==> config.mk <==
export PLATFORM = sky130hd
export DESIGN_NAME = mcmd_top
export DESIGN_NICKNAME = d
export VERILOG_FILES = /design/src/common/mcmd_pkg.sv /design/src/verilog/mcmd_pix_mem.sv /design/src/verilog/mcmd_loop_filt.sv /design/src/verilog/mcmd_top.sv
export VERILOG_INCLUDE_DIRS = /design/src /design/src/common
export SDC_FILE = /design/constraint.sdc
export NUM_CORES = 2
export LEC_CHECK = 0
export ABC_AREA = 1
export BUFFER_PORTS_ARGS = -buffer_cell sky130_fd_sc_hd__buf_4
export CAP_MARGIN = 20
export CORE_MARGIN = 2
export CORE_UTILIZATION = 35
export CTS_CLUSTER_DIAMETER = 150
export CTS_CLUSTER_SIZE = 12
export DETAILED_ROUTE_END_ITERATION = 16
export PLACE_DENSITY = 0.51
export SLEW_MARGIN = 20
export SYNTH_ARGS = -nofsm -noshare
export SYNTH_HDL_FRONTEND = slang
export SYNTH_SLANG_ARGS = --single-unit
==> constraint.sdc <==
create_clock -name aclk -period 6.1 [get_ports aclk]
set_clock_uncertainty 0.15 [all_clocks]
set_input_delay 1.22 -clock aclk [delete_from_list [all_inputs] [get_ports aclk]]
set_output_delay 1.22 -clock aclk [all_outputs]
set_load 0.005 [all_outputs]
==> src/common/mcmd_cfg.svh <==
`ifndef MCMD_CFG_SVH
`define MCMD_CFG_SVH

// ****************************************************
// Register byte offsets
// ****************************************************
`define MCMD_OFS_CTRL 5'h00
`define MCMD_OFS_THR 5'h04
`define MCMD_OFS_RES 5'h08
`define MCMD_OFS_ERR 5'h0C
`define MCMD_OFS_VAR 5'h10

// ****************************************************
// Reset values
// ****************************************************
`define MCMD_CTRL_RST 5'h00
`define MCMD_THR_RST 8'h03

// ****************************************************
// Search geometry and decision constants
// ****************************************************
// 15 rows by 16 columns of candidates, row-major
`define MCMD_CAND_LAST 8'hEF
`define MCMD_ZERO_CAND 8'h78
`define MCMD_VY_OFS 4'h7
`define MCMD_VX_OFS 4'h8
`define MCMD_BEST_INIT 14'h3FFF
`define MCMD_VAR_DONE 9'h100
// Forced intra period in macroblocks
`define MCMD_INTRA_PERIOD 6'h3D
// Motion compensation boundary: gap >= zero/8 + offset
`define MCMD_MC_SHIFT 3
`define MCMD_MC_OFS 14'h0010
// Host instruction byte: read-mode bit
`define MCMD_HI_RD_BIT 7
// AXI responses
`define MCMD_RESP_OKAY 2'h0
`define MCMD_RESP_SLVERR 2'h2

`endif

==> src/common/mcmd_pkg.sv <==
package mcmd_pkg;

  // One current / previous-frame pixel pair
  typedef struct packed {
    logic [7:0] cur;
    logic [7:0] ref_px;
  } mcmd_pair_t;

  // Host control bits, bit 0 first from the bottom
  typedef struct packed {
    logic filt_off;
    logic skip_pic;
    logic fix_mb;
    logic force_intra;
    logic force_inter;
  } mcmd_ctrl_t;

  // Per-macroblock decision
  typedef struct packed {
    logic intra;
    logic mc;
    logic filt;
    logic [3:0] mv_y;
    logic [3:0] mv_x;
    logic [13:0] best;
    logic [13:0] zero;
    logic [13:0] sel;
    logic [13:0] var_e;
  } mcmd_dec_t;

  // 3x3 neighbourhood, index row*3+col
  typedef logic [8:0][7:0] mcmd_win_t;

  typedef enum logic [3:0] {
    S_IDLE = 4'h1,
    S_SRCH = 4'h2,
    S_VAR = 4'h4,
    S_DEC = 4'h8
  } mcmd_state_t;

endpackage

==> src/verilog/mcmd_pix_mem.sv <==
`timescale 1ns/1ns
module mcmd_pix_mem (
  // Clock
  input wire logic aclk,
  // Write port
  input wire logic we,
  input wire logic [7:0] waddr,
  input wire logic [7:0] wdata,
  // Read port
  input wire logic [7:0] raddr,
  output logic [7:0] rdata_q
);
  logic [7:0] mem [0:255];

  // Write side
  always_ff @(posedge aclk) begin
    if (we) begin
      mem[waddr] <= wdata;
    end
  end

  // Registered read, one cycle latency
  always_ff @(posedge aclk) begin
    rdata_q <= mem[raddr];
  end
endmodule

==> src/verilog/mcmd_loop_filt.sv <==
`timescale 1ns/1ns
module mcmd_loop_filt (
  // Clock and reset
  input wire logic aclk,
  input wire logic aresetn,
  // Window in
  input wire logic in_valid,
  input wire mcmd_pkg::mcmd_win_t win,
  input wire logic edge_h,
  input wire logic edge_v,
  // Pixel out
  output logic out_valid_q,
  output logic [7:0] pix_q
);
  import mcmd_pkg::*;
  logic [2:0][9:0] h;
  logic [11:0] v;
  logic [11:0] vr;

  // Separable kernel, pass-through on edges
  always_comb begin
    for (int r = 0; r < 3; r++) begin
      if (edge_h) begin
        h[r] = {win[r*3+1], 2'h0};
      end else begin
        h[r] = {2'h0, win[r*3]} + {1'h0, win[r*3+1], 1'h0}
             + {2'h0, win[r*3+2]};
      end
    end
    if (edge_v) begin
      v = {h[1], 2'h0};
    end else begin
      v = {2'h0, h[0]} + {1'h0, h[1], 1'h0} + {2'h0, h[2]};
    end
    vr = v + 12'h008;
  end

  // Rounded, normalised output
  always_ff @(posedge aclk) begin
    if (!aresetn) begin
      out_valid_q <= 1'b0;
      pix_q <= 8'h00;
    end else begin
      out_valid_q <= in_valid;
      if (in_valid) begin
        pix_q <= vr[11:4];
      end
    end
  end
endmodule

==> src/verilog/mcmd_top.sv <==
`timescale 1ns/1ns
`include "mcmd_cfg.svh"
// Overview of operation
// - Error summed for all 15x16 positions, rows -7..+7, columns -8..+7
// - Two low pixel bits dropped, so every candidate sum fits 14 bits
// - Smallest error, its position and zero-displacement error kept
// - Compensated: best error drives inter/intra; else zero error
// - Variance: sum of |pixel - mean|, 16 bits cut to 14
// - Error top 8 bits below threshold (default 3) means inter
// - Otherwise inter only if variance at least the error, else intra
// - Every 61st macroblock is forced intra
// - Forced intra counter halted while fix or skip is set
// - Host may override; host forced inter beats periodic intra
// - Compensated inter prediction is filtered unless host disables it
// - Filter kernel 1-2-1 both ways, 0-1-0 on macroblock edges
// - Host bytes move on strobe rising edge while enable is high
// - Data-select high marks data, low marks an instruction
// - All decision logic runs on the one system clock
module mcmd_top (
  // Clock and reset
  input wire logic aclk,
  input wire logic aresetn,
  // AXI4-Lite write
  input wire logic [4:0] awaddr,
  input wire logic awvalid,
  output logic awready,
  input wire logic [31:0] wdata,
  input wire logic [3:0] wstrb,
  input wire logic wvalid,
  output logic wready,
  output logic [1:0] bresp,
  output logic bvalid,
  input wire logic bready,
  // AXI4-Lite read
  input wire logic [4:0] araddr,
  input wire logic arvalid,
  output logic arready,
  output logic [31:0] rdata,
  output logic [1:0] rresp,
  output logic rvalid,
  input wire logic rready,
  // Search stream
  input wire logic mb_start,
  input wire logic me_valid,
  input wire mcmd_pkg::mcmd_pair_t me_pair,
  output logic me_ready,
  // Decision
  output logic dec_valid,
  output mcmd_pkg::mcmd_dec_t dec_q,
  // Loop filter stream
  input wire logic lf_valid,
  input wire mcmd_pkg::mcmd_win_t lf_win,
  input wire logic lf_edge_h,
  input wire logic lf_edge_v,
  output logic lf_out_valid,
  output logic [7:0] lf_pix,
  // Host control port
  input wire logic [7:0] host_ctrl_bus_in,
  output logic [7:0] host_ctrl_bus_out,
  output logic host_ctrl_bus_oe,
  input wire logic host_ctrl_strobe,
  input wire logic host_ctrl_enable,
  input wire logic host_data_not_instr
);
  import mcmd_pkg::*;

  mcmd_state_t state_q;
  mcmd_ctrl_t ctrl_q;
  logic [7:0] thresh_q, pix_cnt_q, cand_q, best_idx_q, mem_rd, mean, vd;
  logic [13:0] acc_q, best_q, zero_q, cand_sum, sel_w, zero_gap, var14;
  logic [15:0] sum_cur_q, var_acc_q;
  logic [8:0] var_cnt_q;
  logic [5:0] mb_cnt_q, cur6, ref6, ad;
  logic take, cand_end, rd_vld_q, mc_w, comp_inter_w, fi_dis_w;
  logic periodic_w, intra_w, mb_go;

  // ****************************************************
  // Block matching search
  // ****************************************************
  assign me_ready = state_q == S_SRCH;
  assign take = me_valid && me_ready;
  assign cand_end = take && pix_cnt_q == 8'hFF;
  assign mb_go = state_q == S_IDLE && mb_start;
  assign cur6 = me_pair.cur[7:2];
  assign ref6 = me_pair.ref_px[7:2];
  assign ad = cur6 > ref6 ? cur6 - ref6 : ref6 - cur6;
  // 256 x 63 stays below 2^14, so no saturation needed
  assign cand_sum = acc_q + {8'h00, ad};

  // Sequencer, one macroblock at a time
  always_ff @(posedge aclk) begin
    if (!aresetn) begin
      state_q <= S_IDLE;
    end else begin
      case (state_q)
        S_IDLE: if (mb_start) state_q <= S_SRCH;
        S_SRCH: begin
          if (cand_end && cand_q == `MCMD_CAND_LAST) state_q <= S_VAR;
        end
        S_VAR: begin
          if (rd_vld_q && var_cnt_q == `MCMD_VAR_DONE) state_q <= S_DEC;
        end
        S_DEC: state_q <= S_IDLE;
        default: state_q <= S_IDLE;
      endcase
    end
  end

  // Candidate sums, best fit and zero-displacement fit
  always_ff @(posedge aclk) begin
    if (!aresetn || mb_go) begin
      pix_cnt_q <= 8'h00;
      cand_q <= 8'h00;
      acc_q <= 14'h0000;
      best_q <= `MCMD_BEST_INIT;
      best_idx_q <= 8'h00;
      zero_q <= 14'h0000;
      sum_cur_q <= 16'h0000;
    end else if (take) begin
      pix_cnt_q <= pix_cnt_q + 8'h01;
      acc_q <= cand_end ? 14'h0000 : cand_sum;
      if (cand_end) begin
        cand_q <= cand_q + 8'h01;
        // Strict compare keeps the earliest of equal fits
        if (cand_sum < best_q) begin
          best_q <= cand_sum;
          best_idx_q <= cand_q;
        end
        if (cand_q == `MCMD_ZERO_CAND) zero_q <= cand_sum;
      end
      if (cand_q == 8'h00) sum_cur_q <= sum_cur_q + {8'h00, me_pair.cur};
    end
  end

  // ****************************************************
  // Simplified variance
  // ****************************************************
  // Current block is kept from the first candidate pass
  mcmd_pix_mem u_mem (
    .aclk(aclk),
    .we(take && cand_q == 8'h00),
    .waddr(pix_cnt_q),
    .wdata(me_pair.cur),
    .raddr(var_cnt_q[7:0]),
    .rdata_q(mem_rd)
  );

  assign mean = sum_cur_q[15:8];
  assign vd = mem_rd > mean ? mem_rd - mean : mean - mem_rd;
  assign var14 = var_acc_q[15:2];

  // Second pass over stored pixels against the mean
  always_ff @(posedge aclk) begin
    if (!aresetn || mb_go) begin
      var_cnt_q <= 9'h000;
      rd_vld_q <= 1'b0;
      var_acc_q <= 16'h0000;
    end else if (state_q == S_VAR) begin
      rd_vld_q <= var_cnt_q != `MCMD_VAR_DONE;
      if (var_cnt_q != `MCMD_VAR_DONE) var_cnt_q <= var_cnt_q + 9'h001;
      if (rd_vld_q) var_acc_q <= var_acc_q + {8'h00, vd};
    end
  end

  // ****************************************************
  // Mode decision
  // ****************************************************
  // Boundary line: gap must reach an eighth of zero error plus offset
  always_comb begin
    zero_gap = zero_q - best_q;
    mc_w = zero_q > best_q && zero_gap >=
           (zero_q >> `MCMD_MC_SHIFT) + `MCMD_MC_OFS;
    sel_w = mc_w ? best_q : zero_q;
    comp_inter_w = sel_w[13:6] < thresh_q || var14 >= sel_w;
    fi_dis_w = ctrl_q.fix_mb || ctrl_q.skip_pic;
    periodic_w = !fi_dis_w &&
                 mb_cnt_q == 6'(`MCMD_INTRA_PERIOD - 6'h01);
    if (ctrl_q.force_inter) begin
      intra_w = 1'b0;
    end else if (ctrl_q.force_intra || periodic_w) begin
      intra_w = 1'b1;
    end else begin
      intra_w = !comp_inter_w;
    end
  end

  // Registered result, pulse on completion
  always_ff @(posedge aclk) begin
    if (!aresetn) begin
      dec_valid <= 1'b0;
      dec_q <= '0;
    end else begin
      dec_valid <= state_q == S_DEC;
      if (state_q == S_DEC) begin
        dec_q.intra <= intra_w;
        dec_q.mc <= mc_w && !intra_w;
        dec_q.filt <= mc_w && !intra_w && !ctrl_q.filt_off;
        dec_q.mv_y <= best_idx_q[7:4] - `MCMD_VY_OFS;
        dec_q.mv_x <= best_idx_q[3:0] - `MCMD_VX_OFS;
        dec_q.best <= best_q;
        dec_q.zero <= zero_q;
        dec_q.sel <= sel_w;
        dec_q.var_e <= var14;
      end
    end
  end

  // Periodic intra counter, frozen by fix or skip
  always_ff @(posedge aclk) begin
    if (!aresetn) begin
      mb_cnt_q <= 6'h00;
    end else if (state_q == S_DEC && !fi_dis_w) begin
      mb_cnt_q <= periodic_w ? 6'h00 : mb_cnt_q + 6'h01;
    end
  end

  // Filter follows the latest decision; bypass is the edge kernel
  mcmd_loop_filt u_filt (
    .aclk(aclk),
    .aresetn(aresetn),
    .in_valid(lf_valid),
    .win(lf_win),
    .edge_h(lf_edge_h || !dec_q.filt),
    .edge_v(lf_edge_v || !dec_q.filt),
    .out_valid_q(lf_out_valid),
    .pix_q(lf_pix)
  );

  // ****************************************************
  // Registers: AXI4-Lite and host byte port
  // ****************************************************
  logic aw_q, w_q, wr_fire, stb_q, hp_rise, hrd_q, hw_data;
  logic [4:0] awaddr_q;
  logic [31:0] wdata_q, hword;
  logic [3:0] wstrb_q;
  logic [2:0] ptr_q;

  function automatic logic [31:0] reg_word(input logic [4:0] a);
    case (a)
      `MCMD_OFS_CTRL: reg_word = {27'h0000000, ctrl_q};
      `MCMD_OFS_THR: reg_word = {24'h000000, thresh_q};
      `MCMD_OFS_RES: reg_word = {21'h000000, dec_q.intra, dec_q.mc,
                                 dec_q.filt, dec_q.mv_y, dec_q.mv_x};
      `MCMD_OFS_ERR: reg_word = {2'h0, dec_q.zero, 2'h0, dec_q.best};
      `MCMD_OFS_VAR: reg_word = {10'h000, mb_cnt_q, 2'h0, dec_q.var_e};
      default: reg_word = 32'h00000000;
    endcase
  endfunction

  function automatic logic hit(input logic [4:0] a);
    hit = a == `MCMD_OFS_CTRL || a == `MCMD_OFS_THR ||
          a == `MCMD_OFS_RES || a == `MCMD_OFS_ERR || a == `MCMD_OFS_VAR;
  endfunction

  assign awready = !aw_q;
  assign wready = !w_q;
  assign arready = !rvalid;
  assign wr_fire = aw_q && w_q && !bvalid;
  // Strobe is sampled; only its rising edge with enable counts
  assign hp_rise = host_ctrl_strobe && !stb_q && host_ctrl_enable;
  assign hw_data = hp_rise && host_data_not_instr && !hrd_q;
  always_comb hword = reg_word({ptr_q, 2'h0});
  assign host_ctrl_bus_oe = host_ctrl_enable && host_data_not_instr && hrd_q;

  // Write channel: address and data taken in either order
  always_ff @(posedge aclk) begin
    if (!aresetn) begin
      aw_q <= 1'b0;
      w_q <= 1'b0;
      awaddr_q <= 5'h00;
      wdata_q <= 32'h00000000;
      wstrb_q <= 4'h0;
      bvalid <= 1'b0;
      bresp <= `MCMD_RESP_OKAY;
    end else begin
      if (awvalid && awready) begin
        aw_q <= 1'b1;
        awaddr_q <= awaddr;
      end
      if (wvalid && wready) begin
        w_q <= 1'b1;
        wdata_q <= wdata;
        wstrb_q <= wstrb;
      end
      if (wr_fire) begin
        aw_q <= 1'b0;
        w_q <= 1'b0;
        bvalid <= 1'b1;
        bresp <= hit(awaddr_q) ? `MCMD_RESP_OKAY : `MCMD_RESP_SLVERR;
      end else if (bvalid && bready) begin
        bvalid <= 1'b0;
      end
    end
  end

  // Read channel, answer one cycle after address
  always_ff @(posedge aclk) begin
    if (!aresetn) begin
      rvalid <= 1'b0;
      rdata <= 32'h00000000;
      rresp <= `MCMD_RESP_OKAY;
    end else if (arvalid && arready) begin
      rvalid <= 1'b1;
      rdata <= reg_word(araddr);
      rresp <= hit(araddr) ? `MCMD_RESP_OKAY : `MCMD_RESP_SLVERR;
    end else if (rvalid && rready) begin
      rvalid <= 1'b0;
    end
  end

  // Host byte port: instruction picks register and direction
  always_ff @(posedge aclk) begin
    if (!aresetn) begin
      stb_q <= 1'b0;
      ptr_q <= 3'h0;
      hrd_q <= 1'b0;
      host_ctrl_bus_out <= 8'h00;
    end else begin
      stb_q <= host_ctrl_strobe;
      if (hp_rise && !host_data_not_instr) begin
        ptr_q <= host_ctrl_bus_in[2:0];
        hrd_q <= host_ctrl_bus_in[`MCMD_HI_RD_BIT];
      end
      if (hp_rise && host_data_not_instr && hrd_q) begin
        host_ctrl_bus_out <= hword[7:0];
      end
    end
  end

  // Control and threshold; host byte wins a same-cycle AXI write
  always_ff @(posedge aclk) begin
    if (!aresetn) begin
      ctrl_q <= mcmd_ctrl_t'(`MCMD_CTRL_RST);
      thresh_q <= `MCMD_THR_RST;
    end else begin
      if (hw_data && {ptr_q, 2'h0} == `MCMD_OFS_CTRL) begin
        ctrl_q <= mcmd_ctrl_t'(host_ctrl_bus_in[4:0]);
      end else if (wr_fire && wstrb_q[0] && awaddr_q == `MCMD_OFS_CTRL) begin
        ctrl_q <= mcmd_ctrl_t'(wdata_q[4:0]);
      end
      if (hw_data && {ptr_q, 2'h0} == `MCMD_OFS_THR) begin
        thresh_q <= host_ctrl_bus_in;
      end else if (wr_fire && wstrb_q[0] && awaddr_q == `MCMD_OFS_THR) begin
        thresh_q <= wdata_q[7:0];
      end
    end
  end
endmodule

==> flow_summary.yaml <==
outcome:
  status: "completed"
grt:
  grtUsageMet3_pct: 3.33
  grt_use_total_pct: 20.7
  grt_max_degree: 173
  busiest_layer: "met2"
  grt_overflow: 0
  first_global_vias: 64400
  grt_use_met2_pct: 32.9
  grt_pass1_wl_um: 442000
  antenna_found_initial: 8
  met1_usage_pct: 28.9
synth:
  synthDistinctLibCells: 67
  synth_enable_flop_cells: 2048
  synthMuxAreaShare_pct: 0.0731
  ys.flop_type: "edfxtp_1"
  syn_inst: 8389
  seq_area_frac_synth_pct: 68.7
  async_reset_ff_share_pct: 0
  synth_compound_area_share_pct: 14.3
  synthAdderAreaFrac_pct: 2.85
  synth-seq-cells: 2325
  synth_xor_area_share_pct: 0.610
  yosys.area_share.simple_pct: 9.80
  synth-warning-count: 0
  synth_top_family_by_area: "compound AO/OA/AOI/OAI gates"
  avgSynthCellArea_um2: 11.6
  synth_area_mm2: 0.0976
final_layout:
  utilization_pct: 39.7
  final_cell_mix: "edfxtp_1 (2048), nor2_1 (1509), o21ai_0 (1317), nand2_1 (608), buf_4 (432)"
  layout.nets: 8898
  mostFrequentLayoutCell: "edfxtp_1"
  final_cell_area_mm2: 0.110
  drive_gt1_share_pct: 8.90
  syn2layout_area_growth_pct: 12.7
min_path:
  hold_end: "dec_q[59]"
  min_from: "best_idx_q[3]"
  hold_depth: 1
  hold_class: "register to register"
setup_path:
  worstPathMaxFanout: 25
  critPathArrivalTime_ns: 6.13
  reg2reg_depth: 32
  r2r_start: "best_q[0]"
  critPathKind: "register to register"
  cp_slowest_stage_delay_ns: 0.45
  startpoint_type: "register"
  cp.required_ns: 6.72
  critPathSlowestCell: "dfxtp_1"
  crit_top_cell: "nand2_1"
  rrSetupSlack_ns: 0.59
  end_kind: "register"
  rr_endpoint: "dec_q[64]"
clock_network:
  clk_path_buf_depth: 4
  post_cts_buffers: 0
  cts_resized: 0
  root_buffer: "clkbuf_16"
  h-tree-depth: 4
  cts_num_sinks: 2325
  cts-hold-fix-buffers: 0
  clkLatencyLatePin_ns: 0.92
  cts.clk_slew.worst_paths_ns: 0.06
  cts_tree: "yes"
  cts_buffers: 219
floorplanning:
  ioPinCount: 285
  dieArea_mm2: 0.283
  die_w_um: 532
  fp-row-count: 193
  floorplan.initialDensity_pct: 35.2
  die_h_um: 532
  core-area_mm2: 0.277
placed_design:
  place_area_mm2: 0.104
  gp_congestion: 0.885
  dp_slack_ns: -0.213
  port-buffer-count: 249
  post-dp-hpwl_um: 184000
sta:
  fin_crit_ns: 5.51
  tightest_slew_ns: 1.24
  clock.fmax_ghz: 0.181
  period_share_pct: 90.3
  relSlewSlack_pct: 17.2
  setup_ws_ns: 0.590
  rsz0062_at_grt: "false"
  hold_viol: 0
  finalMaxSlewViolations: 0
  setup_viol: 0
drt:
  drt-pass1-iter-count: 6
  vias_per_cell: 5.45
  antenna_left: 0
  drt-total-wl_um: 303000
  dr_total_vias: 67100
  drt_iter0_markers: 6411
  wl_per_cell_um: 24.6
  drcViolationCount: 0
run:
  max_cap_violations: 0
power_and_ir_drop:
  leakage_nw: 37.0
  peakVddDrop_v: 0.000222
  power.density_mw_per_mm2: 289
==> power by group <==
| group | switching, mW | internal (mW) | leakage, nW | total, mW |
|---|---|---|---|---|
| clock network | 5.75 | 6.47 | 2.83 | 12.2 |
| logic | 1.53 | 0.668 | 13.5 | 2.20 |
| registers | 0.0432 | 17.3 | 20.6 | 17.4 |
| total | 7.32 | 24.5 | 37.0 | 31.8 |
==> layer usage <==
| layer | part of all wire, % | routed length, um |
|---|---|---|
| met2 | 46 | 139000 |
| met3 | 6.8 | 20700 |
| met4 | 3.2 | 9570 |
| met5 | 0.0066 | 20 |
| met1 | 44 | 133000 |
==> area by class of cell <==
cell class / instances / area, um2
fillers: 26400 / 167000
repair buffers: 469 / 3930
flip-flops and latches: 2325 / 67100
inverters: 410 / 1570
well taps: 3705 / 4640
clock buffers: 268 / 5710
diodes: 4 / 10.0
multi-input cells: 5118 / 27000
clock inverters: 5 / 105
==> critical path: cells and delay by family (launching register included) <==
| family | cells | cell delay (ns) |
|---|---|---|
| simple gates | 16 | 1.42 |
| xor+xnor | 1 | 0.17 |
| fa+ha+maj | 4 | 1.29 |
| compound gates | 9 | 1.64 |
| flops | 1 | 0.45 |
| buf+inv | 2 | 0.31 |
==> registers in the layout, indices dropped and copies added, names as in the netlist, 3 cells and up <==
register           flops
awaddr_q               5
rdata                 28
ctrl_q                 5
wdata_q                8
var_cnt_q              9
var_acc_q             16
u_mem.mem           2048
ptr_q                  3
u_mem.rdata_q          8
best_idx_q             8
zero_q                14
best_q                14
acc_q                 14
u_filt.pix_q           8
state_q                4
pix_cnt_q              8
dec_q                 67
mb_cnt_q               6
sum_cur_q             16
host_ctrl_bus_out      8
thresh_q               8
cand_q                 8
==> cell families after synthesis <==
kind of cell             Yosys count
multiplexers                       7
flip-flops                      2325
XOR/XNOR                          68
AO/OA/AOI/OAI                   2423
other                              1
AND/OR/NAND/NOR                 2416
adder cells (fa/ha/maj)          198
buffers and inverters            951
==> through the flow <==
step                      TNS [ns]  instances  hold slack, ns  power [mW]
after floorplan                  0       8394           0.257        18.9
after global placement       -5.77      12000           0.290        19.9
after detailed placement     -3.54      12000           0.297        19.9
after CTS                        0      12300           0.307        32.0
after global routing             0      12300           0.330        32.8
final                            0      12300           0.307        31.8
==> cell usage after synthesis (16+ instances only) <==
master	n	area share, %
xnor2_1	21	0.19
buf_1	16	0.062
o211ai_1	99	0.76
nand2_1	616	2.4
nand3_1	177	0.91
fa_1	41	0.84
a31oi_1	51	0.33
nand4_1	29	0.19
a21oi_1	321	1.6
ha_1	157	2.0
o21ai_0	1318	6.8
a22o_1	28	0.25
o22ai_1	351	2.2
clkbuf_1	494	1.9
buf_2	25	0.13
edfxtp_1	2048	63
nor2_1	1511	5.8
dfxtp_1	277	5.7
xor2_1	47	0.42
nor3_1	42	0.22
o221ai_1	173	1.6
inv_1	394	1.5
==> how the worst max path moves through the flow <==
stage | from | endpoint | slack (ns) | cells past startpoint
3_5_place_dp | me_pair[10] | best_q[4] | -0.21 | 31
5_1_grt | best_q[0] | dec_q[64] | 0.07 | 32
4_1_cts | best_q[0] | dec_q[64] | 0.43 | 33
3_3_place_gp | me_pair[10] | best_q[3] | -0.32 | 31
6_report | best_q[0] | dec_q[64] | 0.59 | 32
2_1_floorplan | me_pair[10] | best_q[13] | 0.21 | 30
No activity file was read; power rests on OpenSTA's default activity.
